==> src/design/spps_defines.svh <==
// Constants for the stack push and pop sizing block
// Notes on behaviour
// RULE1: Default selector push lowers pointer by operand size, stores two bytes only.
// RULE2: Alternate selector push stores operand size; 32-bit upper bytes written zero.
// RULE3: Default selector pop reads two bytes, raises pointer by operand size.
// RULE4: Alternate selector pop reads operand size, raises pointer by operand size.
// RULE5: Alternate 32-bit selector access faults if bytes 3-4 exceed limit or page.
// RULE6: Default wrapping pop-to-memory stores at stack offset zero plus index.
// RULE7: Alternate wrapping pop-to-memory faults on 64K stack, else 10000h plus index.
// RULE8: Error codes push four bytes, upper half zero, pointer lowered by four.
// RULE9: Default far call resolves branch checks before any stack write.
// RULE10: Branch fault during call restores pointer to its pre-instruction value.
// RULE11: Call through 16-bit gate saves only low 16 bits of pointer.
// RULE12: Return through 16-bit gate loads popped value, upper 16 bits zero.
// RULE13: Elaboration parameter picks default or alternate variant behaviour.
`ifndef SPPS_DEFINES_SVH
`define SPPS_DEFINES_SVH
`define SPPS_BE_WORD 4'hf
`define SPPS_BE_HALF 4'h3
`define SPPS_BYTES_WORD 32'h0000_0004
`define SPPS_BYTES_HALF 32'h0000_0002
`define SPPS_WRAP_SP32 16'hfffc
`define SPPS_WRAP_SP16 16'hfffe
`define SPPS_BIG_BASE 32'h0001_0000
`define SPPS_HI_BYTE_OFS 32'h0000_0003
`define SPPS_SEG64K_LIMIT 32'h0000_ffff
`endif

==> src/design/spps_pkg.sv <==
// Types for the stack push and pop sizing block
package spps_pkg;
  typedef enum logic [2:0] {
    SPPS_OP_PUSH_SEL = 3'h0,
    SPPS_OP_POP_SEL = 3'h1,
    SPPS_OP_PUSH_ERR = 3'h2,
    SPPS_OP_FAR_CALL = 3'h3,
    SPPS_OP_GATE_SAVE = 3'h4,
    SPPS_OP_GATE_RET = 3'h5,
    SPPS_OP_POP_MEM = 3'h6
  } spps_op_t;
endpackage

==> src/design/spps_core.sv <==
// Stack access sizing: one request in, one registered memory step out
`timescale 1ns/1ps
`default_nettype none
`include "spps_defines.svh"
module spps_core #(
  parameter bit ALT_VARIANT = 1'b0
) (
  // Clock and reset
  input wire logic sys_clk_in,
  input wire logic arst_n_in,
  // Request from core
  input wire logic req_valid_in,
  input wire spps_pkg::spps_op_t req_op_in,
  input wire logic op32_in,
  input wire logic prot_mode_in,
  input wire logic big_stack_in,
  input wire logic [31:0] sp_in,
  input wire logic [31:0] data_in,
  input wire logic [31:0] seg_limit_in,
  input wire logic hi_page_ok_in,
  input wire logic branch_fault_in,
  input wire logic sib_sp_base_in,
  input wire logic [31:0] index_disp_in,
  // Result towards core and stack memory
  output logic res_valid_out,
  output logic mem_wr_out,
  output logic mem_rd_out,
  output logic [31:0] mem_addr_out,
  output logic [3:0] mem_be_out,
  output logic [31:0] mem_wdata_out,
  output logic [31:0] sp_out,
  output logic fault_out
);
  import spps_pkg::*;

  logic res_valid_d, mem_wr_d, mem_rd_d, fault_d;
  logic [31:0] mem_addr_d, mem_wdata_d, sp_d;
  logic [3:0] mem_be_d;
  logic [31:0] opsz;
  logic [31:0] sp_dec;
  logic [31:0] sp_inc;
  logic [31:0] hi_addr;
  logic hi_bad;
  logic wrap_pop;

  assign opsz = op32_in ? `SPPS_BYTES_WORD : `SPPS_BYTES_HALF;
  assign sp_dec = sp_in - opsz;
  assign sp_inc = sp_in + opsz;
  // Push touches the lowered pointer, pop the current one
  assign hi_addr = (req_op_in == SPPS_OP_PUSH_SEL) ? sp_dec : sp_in;
  // Bytes three and four only matter for a word access in the alternate variant
  assign hi_bad = op32_in && ((hi_addr + `SPPS_HI_BYTE_OFS) > seg_limit_in || !hi_page_ok_in);
  assign wrap_pop = !big_stack_in && sib_sp_base_in &&
    ((op32_in && sp_in[15:0] == `SPPS_WRAP_SP32) ||
     (!op32_in && sp_in[15:0] == `SPPS_WRAP_SP16));

  always_comb begin
    res_valid_d = req_valid_in;
    mem_wr_d = 1'b0;
    mem_rd_d = 1'b0;
    fault_d = 1'b0;
    mem_addr_d = sp_in;
    mem_wdata_d = 32'h0000_0000;
    mem_be_d = 4'h0;
    sp_d = sp_in;
    if (req_valid_in) begin
      case (req_op_in)
        SPPS_OP_PUSH_SEL: begin
          // RULE13: variant select
          if (!ALT_VARIANT) begin
            // RULE1: two-byte store
            mem_wr_d = 1'b1;
            mem_addr_d = sp_dec;
            mem_be_d = `SPPS_BE_HALF;
            mem_wdata_d = {16'h0000, data_in[15:0]};
            sp_d = sp_dec;
          end else if (hi_bad) begin
            // RULE5: upper bytes fault
            fault_d = 1'b1;
          end else begin
            // RULE2: operand-size store
            mem_wr_d = 1'b1;
            mem_addr_d = sp_dec;
            mem_be_d = op32_in ? `SPPS_BE_WORD : `SPPS_BE_HALF;
            mem_wdata_d = {16'h0000, data_in[15:0]};
            sp_d = sp_dec;
          end
        end
        SPPS_OP_POP_SEL: begin
          if (!ALT_VARIANT) begin
            // RULE3: two-byte read
            mem_rd_d = 1'b1;
            mem_be_d = `SPPS_BE_HALF;
            sp_d = sp_inc;
          end else if (hi_bad) begin
            // RULE5: upper bytes fault
            fault_d = 1'b1;
          end else begin
            // RULE4: operand-size read
            mem_rd_d = 1'b1;
            mem_be_d = op32_in ? `SPPS_BE_WORD : `SPPS_BE_HALF;
            sp_d = sp_inc;
          end
        end
        SPPS_OP_PUSH_ERR: begin
          // RULE8: full word error code
          mem_wr_d = 1'b1;
          mem_addr_d = sp_in - `SPPS_BYTES_WORD;
          mem_be_d = `SPPS_BE_WORD;
          mem_wdata_d = {16'h0000, data_in[15:0]};
          sp_d = sp_in - `SPPS_BYTES_WORD;
        end
        SPPS_OP_FAR_CALL: begin
          if (branch_fault_in) begin
            // RULE10: pointer kept for restart
            fault_d = 1'b1;
            sp_d = sp_in;
            // RULE9: no write on branch fault in default variant; alternate still writes
            mem_wr_d = ALT_VARIANT;
            mem_addr_d = sp_dec;
            mem_be_d = ALT_VARIANT ? (op32_in ? `SPPS_BE_WORD : `SPPS_BE_HALF) : 4'h0;
            mem_wdata_d = data_in;
          end else begin
            mem_wr_d = 1'b1;
            mem_addr_d = sp_dec;
            mem_be_d = op32_in ? `SPPS_BE_WORD : `SPPS_BE_HALF;
            mem_wdata_d = data_in;
            sp_d = sp_dec;
          end
        end
        SPPS_OP_GATE_SAVE: begin
          // RULE11: low half of pointer only
          mem_wr_d = 1'b1;
          mem_addr_d = sp_in - `SPPS_BYTES_HALF;
          mem_be_d = `SPPS_BE_HALF;
          mem_wdata_d = {16'h0000, data_in[15:0]};
          sp_d = sp_in - `SPPS_BYTES_HALF;
        end
        SPPS_OP_GATE_RET: begin
          // RULE12: upper half cleared
          sp_d = {16'h0000, data_in[15:0]};
        end
        SPPS_OP_POP_MEM: begin
          mem_wr_d = 1'b1;
          mem_be_d = op32_in ? `SPPS_BE_WORD : `SPPS_BE_HALF;
          mem_wdata_d = data_in;
          sp_d = big_stack_in ? sp_inc : {16'h0000, sp_inc[15:0]};
          mem_addr_d = (sib_sp_base_in ? sp_d : 32'h0000_0000) + index_disp_in;
          if (wrap_pop) begin
            if (!ALT_VARIANT) begin
              // RULE6: wrap to offset zero
              mem_addr_d = index_disp_in;
            end else if (!prot_mode_in || seg_limit_in <= `SPPS_SEG64K_LIMIT) begin
              // RULE7: 64K stack faults
              fault_d = 1'b1;
              mem_wr_d = 1'b0;
              mem_be_d = 4'h0;
              sp_d = sp_in;
            end else begin
              // RULE7: past the 64K mark
              mem_addr_d = `SPPS_BIG_BASE + index_disp_in;
            end
          end
        end
        default: begin
          fault_d = 1'b1;
        end
      endcase
    end
  end

  // Handshake result pulse
  always_ff @(posedge sys_clk_in or negedge arst_n_in) begin
    if (!arst_n_in) begin
      res_valid_out <= 1'b0;
      fault_out <= 1'b0;
    end else begin
      res_valid_out <= res_valid_d;
      fault_out <= fault_d;
    end
  end

  // Memory step and new pointer
  always_ff @(posedge sys_clk_in or negedge arst_n_in) begin
    if (!arst_n_in) begin
      mem_wr_out <= 1'b0;
      mem_rd_out <= 1'b0;
      mem_addr_out <= 32'h0000_0000;
      mem_be_out <= 4'h0;
      mem_wdata_out <= 32'h0000_0000;
      sp_out <= 32'h0000_0000;
    end else begin
      mem_wr_out <= mem_wr_d;
      mem_rd_out <= mem_rd_d;
      mem_addr_out <= mem_addr_d;
      mem_be_out <= mem_be_d;
      mem_wdata_out <= mem_wdata_d;
      sp_out <= sp_d;
    end
  end
endmodule // spps_core
`default_nettype wire

==> config.mk <==
export PLATFORM = sky130hd
export DESIGN_NAME = spps_core
export DESIGN_NICKNAME = d
export VERILOG_FILES = /design/src/design/spps_pkg.sv /design/src/design/spps_core.sv
export VERILOG_INCLUDE_DIRS = /design/src /design/src/design
export SDC_FILE = /design/constraint.sdc
export NUM_CORES = 1
export LEC_CHECK = 0
export ABC_AREA = 1
export BUFFER_PORTS_ARGS = -buffer_cell sky130_fd_sc_hd__buf_2
export CAP_MARGIN = 25
export CORE_MARGIN = 2
export CORE_UTILIZATION = 36
export DETAILED_ROUTE_END_ITERATION = 6
export GPL_TIMING_DRIVEN = 0
export PLACE_DENSITY = 0.61
export SLEW_MARGIN = 20
export SYNTH_ARGS = -nofsm -noshare
export SYNTH_HDL_FRONTEND = slang
export SYNTH_SLANG_ARGS = --single-unit
==> constraint.sdc <==
create_clock -name sys_clk_in -period 0.9 [get_ports sys_clk_in]
set_clock_uncertainty 0.15 [all_clocks]
set_input_delay 0.18 -clock sys_clk_in [delete_from_list [all_inputs] [get_ports sys_clk_in]]
set_output_delay 0.18 -clock sys_clk_in [all_outputs]
set_load 0.005 [all_outputs]
# == Yosys cells after proc, flatten, opt, wreduce, memory -nomap -nowiden ==
# Cells that the tools add are included.
# totals
in_bits,140
output_inout_bits,104
register_bits,104
# op_classes
addsub,5
n_reduce_logical,14
n_eq_ne,8
mux,23
# ops
operator,count
$mux W32,7
$pmux W32 S7,1
$pmux W32 S4,1
$pmux W32 S2,1
$add A32 B3 Y32,1
$add A32 B32 Y32,1
$eq A16 B16 Y1 const B,2
$sub A32 B2 Y32 const B,1
$sub A32 B3 Y32,1
$sub A32 B3 Y32 const B,1
$pmux W4 S4,1
$mux W4,3
$eq A3 B3 Y1 const B,3
$eq A3 B2 Y1 const B,2
$mux W1,6
$reduce_or A3 Y1,2
$reduce_or A6 Y1,1
$logic_and A1 B1 Y1,4
$pmux W1 S2,2
$reduce_or A2 Y1,2
$reduce_or A4 Y1,1
$eq A3 B1 Y1 const B,1
$logic_not A3 Y1,1
$mux W3,1
2 further kinds,3

# == Logic depth before layout (Yosys ltp) ==
# depth
word_depth,8
ltp_mapped,25

# == Worst setup path after synthesis ==
# Ideal clock, no wire load.
# synth_timing
path_type,in2reg
start,input port op32_in
end,register mem_addr_out[27]
n_path_buf,0
slack_ns,-2.117
cell_stages,24
arrival_time_ns,2.747
cell_sequence,inv_1 ha_1 fa_1 nand2_1 inv_1 nand2_1 nor2_1 nand2_1 xor2_1 inv_1 nor2_1 ha_1 nand2_1 inv_1 nand2_1 nand2_1 a21oi_1 nor2_1 nor2_1 nand2_1 nand2_1 nand3_1 nand2_1 a21oi_1
# synth_via
elab_chain_cells,8
word_cells_on_any_way,14
classes_between,3 x add/sub; 6 x mux; 5 x reduce/logical
# synth_lines
item,line_no,rtl
"start, declared",spps_core.sv:14,"input wire logic op32_in,"
$mux W3 (no source line),--,
$add A32 B3 Y32,spps_core.sv:48,assign sp_inc = sp_in + opsz;
$mux W32,spps_core.sv:147,"sp_d = big_stack_in ? sp_inc : {16'h0000, sp_inc[15:0]};"
$mux W32,spps_core.sv:148,mem_addr_d = (sib_sp_base_in ? sp_d : 32'h0000_0000) + index_disp_in;
$add A32 B32 Y32,spps_core.sv:148,
$mux W32,spps_core.sv:149,if (wrap_pop) begin
$pmux W32 S4 *,spps_core.sv:67,case (req_op_in)
$mux W32 *,spps_core.sv:66,if (req_valid_in) begin
via mem_addr_d[27],spps_core.sv:37,"logic [31:0] mem_addr_d, mem_wdata_d, sp_d;"
"end signal, assigned",spps_core.sv:195,mem_addr_out <= mem_addr_d;
"end, declared",spps_core.sv:28,"output logic [31:0] mem_addr_out,"
# The timed path passes the listed nets; every way through them passes the cells marked *.

# == Final worst setup path ==
# layout_timing
start,input port op32_in
end,register mem_addr_out[14]
# Same word-level chain as after synthesis.

==> impl_results.md <==
* Initial DRC count at between 1500 and 2000
* Worst path slowest cell: fa_2
* Vias in the first global route at 13500
* Clk slew on worst S/H paths at roughly 0.080 ns
* Period Utilization, post-route at 354%
* Total power at between 15 and 20 mW
* DRC Markers at 1
* Yosys cell types at 51
* Final worst slack at -2.29 ns
* Slew Viols, Final at 0
* Largest cells by area after synthesis: dfrtp_1 (23%), nand2_1 (15%), nor2_1 (9.5%)
* Final ANT Viol Nets at 0
* CTS Buf Count at 9
* IO Pins at 244
* Max Cap Viol at 0
* Worst path arrival time at 3.31 ns
* Net Sw Frac at 39.7%
* Int Pwr at just over 10 mW
* Combinational share of power at between 40% and 50%
* Worst Hold Class: in -> async
* Worst vdd ir at between 1000 and 1500 uV
* Util after Layout at 58.3%
* Hold_buf cts at 31
* Worst-margin pin slew at approximately 0.94 ns
* Initial antenna violation count at 1
* Row count at 63
* Synth Register Bits at ~100
* Hold slack at -0.418 ns
* Failing checks: design-rule violations, negative hold slack, negative setup slack
* Minimum clock period after layout at 3.19 ns
* Final wirelength at between 50000 and 60000 um
* PwrDens at ~1000 nW/um^2
* Worst setup SP type: primary input
* Clock H-tree levels at 3
* Post-DR wirelength/cell at 21.9 um
* Post-Syn Area at 10900 sq um
* Primary FF master, synth: dfrtp_1
* Vias/cell at ~5.7
* Status: complete, but fails checks
* Commonest cells in the netlist: nand2_1 (420), nor2_1 (276), inv_1 (231)
* Area grow syn2layout at 59.3%
* Final GP Congestion at ~1.0
* Clock buffer depth at 2
* Layout cells sized above 1 at 42.2%
* Syn Area/Cell at 6.05 sq um
* Worst Path Required at slightly above 1 ns
* Crit path cell chain: buf_8 -> clkinvlp_4 -> ha_4 -> fa_2 -> nand2_4 -> nor2_4 -> inv_2 -> nor2_4 -> xor2_2 -> nor2_2 -> ha_4 -> buf_6 -> a21oi_4 -> o21ai_2 -> a21oi_4 -> nand3_1 -> nand3_1 -> o211ai_1 -> a22oi_1
* Switching pwr at between 6 and 7 mW
* Slew headroom at between 30% and 40%
* Bufs and invs on worst path at 4
* Worst path top cell family by delay: compound AO/OA/AOI/OAI gates
* CP peak stage delay at 0.38 ns
* Largest area contributor in the netlist: dfrtp_1
* RSZ-0062 raised after global routing: true
* Clk sink count at slightly above 100
* CP Capture Type: flip-flop
* Count of final setup violators at a little under 200
* Final Net Count at 2379
* Syn Nets at between 1500 and 2000
* CP Class: in -> reg
* CP startpoint: op32_in
* Diode count at 0
* Worst Path Max Fanout at 4
* Cells after Synth at ~1800
* Final Hold Fails at between 100 and 150
* Core Area at about 30000 sq um
* First-pass GRT wire length at about 80000 um
* Initial cell density of the core at between 30% and 40%
* Die Ht at between 150 and 200 um
* Async SR Flop Fraction at 100%
* Warnings, synthesis at 0
* Detailed placement HPWL at about 41000 um
* Leakage at just over 8 nW
* Sequential Power Share at between 30% and 40%
* Port Buffers at between 150 and 200
* Clock network fraction of total power at between 20% and 30%
* Post-synth top area share at a little under a quarter
* Register area share after synthesis at a little under a quarter
* EDFF count, synth at 0
* Die X at between 150 and 200 um
* Achievable Freq at between 300 and 400 MHz
* Routed via count at 14800
* Top-count cell post-synth: nand2_1
* TritonCTS clock tree: built
* GRT overflow at 0
* Pin count of the biggest net entering global routing at 56
* Setup TNS at -125.57 ns
* GRT Util Overall at roughly 34%
* 1st-pass router iterations at 7
* Root Buffer: clkbuf_16
* Die Footprint at between 30000 and 40000 sq um
-- kinds of logic after synthesis --
group / share of synthesized area [%]
xor gates and xnor gates: 4.43
buffers and inverters: 12.2
DFF: 23.5
and+or+nand+nor: 39.4
adders and majority gates: 5.04
AOI/OAI and AO/OA: 15.5
-- registers in the layout, indices dropped and copies added, names as in the netlist --
name,flops
fault_out,1
sp_out,32
mem_be_out,2
mem_wr_out,1
mem_addr_out,32
mem_rd_out,1
res_valid_out,1
mem_wdata_out,32
-- placed cells by master, fill, tap and decap left out, types with 21 or more instances in the layout --
| master | n |
|---|---|
| nand2_2 | 80 |
| nand4_1 | 39 |
| buf_4 | 133 |
| buf_2 | 191 |
| o21ai_1 | 25 |
| nor2_4 | 61 |
| dlygate4sd3_1 | 31 |
| ha_4 | 23 |
| nand2_4 | 50 |
| nor2_2 | 45 |
| nor3_1 | 21 |
| inv_2 | 32 |
| a21oi_2 | 40 |
| inv_1 | 186 |
| dfrtp_1 | 102 |
| xor2_1 | 25 |
| a21oi_1 | 40 |
| nor2_1 | 198 |
| nand2_1 | 298 |
| buf_6 | 54 |
| nand3_1 | 127 |
| o21ai_0 | 90 |
-- area by class of cell --
class | count | area, sq um
fillers | 2730 | 12400
multi-input cells | 1378 | 9420
repair buffers | 391 | 2870
flip-flops and latches | 102 | 2550
inverters | 248 | 1030
plain buffers | 67 | 648
well taps | 390 | 488
clock buffers | 10 | 229
clock inverters | 6 | 77.6
-- power groups by stage --
stage	Combinational (mW)	Clock [mW]	Sequential (mW)
floorplan	3.00	0	5.20
global placement	5.05	0	5.14
detailed placement	5.10	0	5.15
CTS	6.49	4.26	5.06
global route	8.01	4.43	5.09
finish	7.60	4.19	5.06
-- what timing repair did --
action	in CTS	in global routing
resized for setup	426	259
setup endpoints to repair	202	201
endpoints found under the hold margin	86	57
gates cloned	2	0
setup buffers	101	65
pin swaps	151	124
-- per-stage QoR --
stage / std cells / instance area (sq um) / setup slack [ns] / hold slack (ns)
after floorplan: 1797 / 11200 / -1.99 / -0.266
after global placement: 2379 / 12700 / -3.11 / 0.240
final: 2592 / 17300 / -2.29 / -0.418
after detailed placement: 2380 / 12700 / -3.15 / 0.00491
after CTS: 2530 / 15800 / -2.24 / -0.399
after global routing: 2592 / 17300 / -2.35 / -0.389
-- metal layers --
layer | up-vias | share of wire, % | global-route usage (%)
met5 | - | 0.023 | 0
met4 | 2 | 6.5 | 18.1
met3 | 256 | 12 | 7.50
met2 | 1042 | 45 | 54.5
met1 | 6894 | 36 | 42.5
li1 | 6616 | - | -
-- worst paths after layout --
path                       cells past startpoint                end
max                                           19   mem_addr_out[14]
min in group sys_clk_in                        2         mem_wr_out
min                                            1  mem_wdata_out[26]
max in group asynchronous                      2   mem_addr_out[28]
Power figures use the tool's default switching activity.
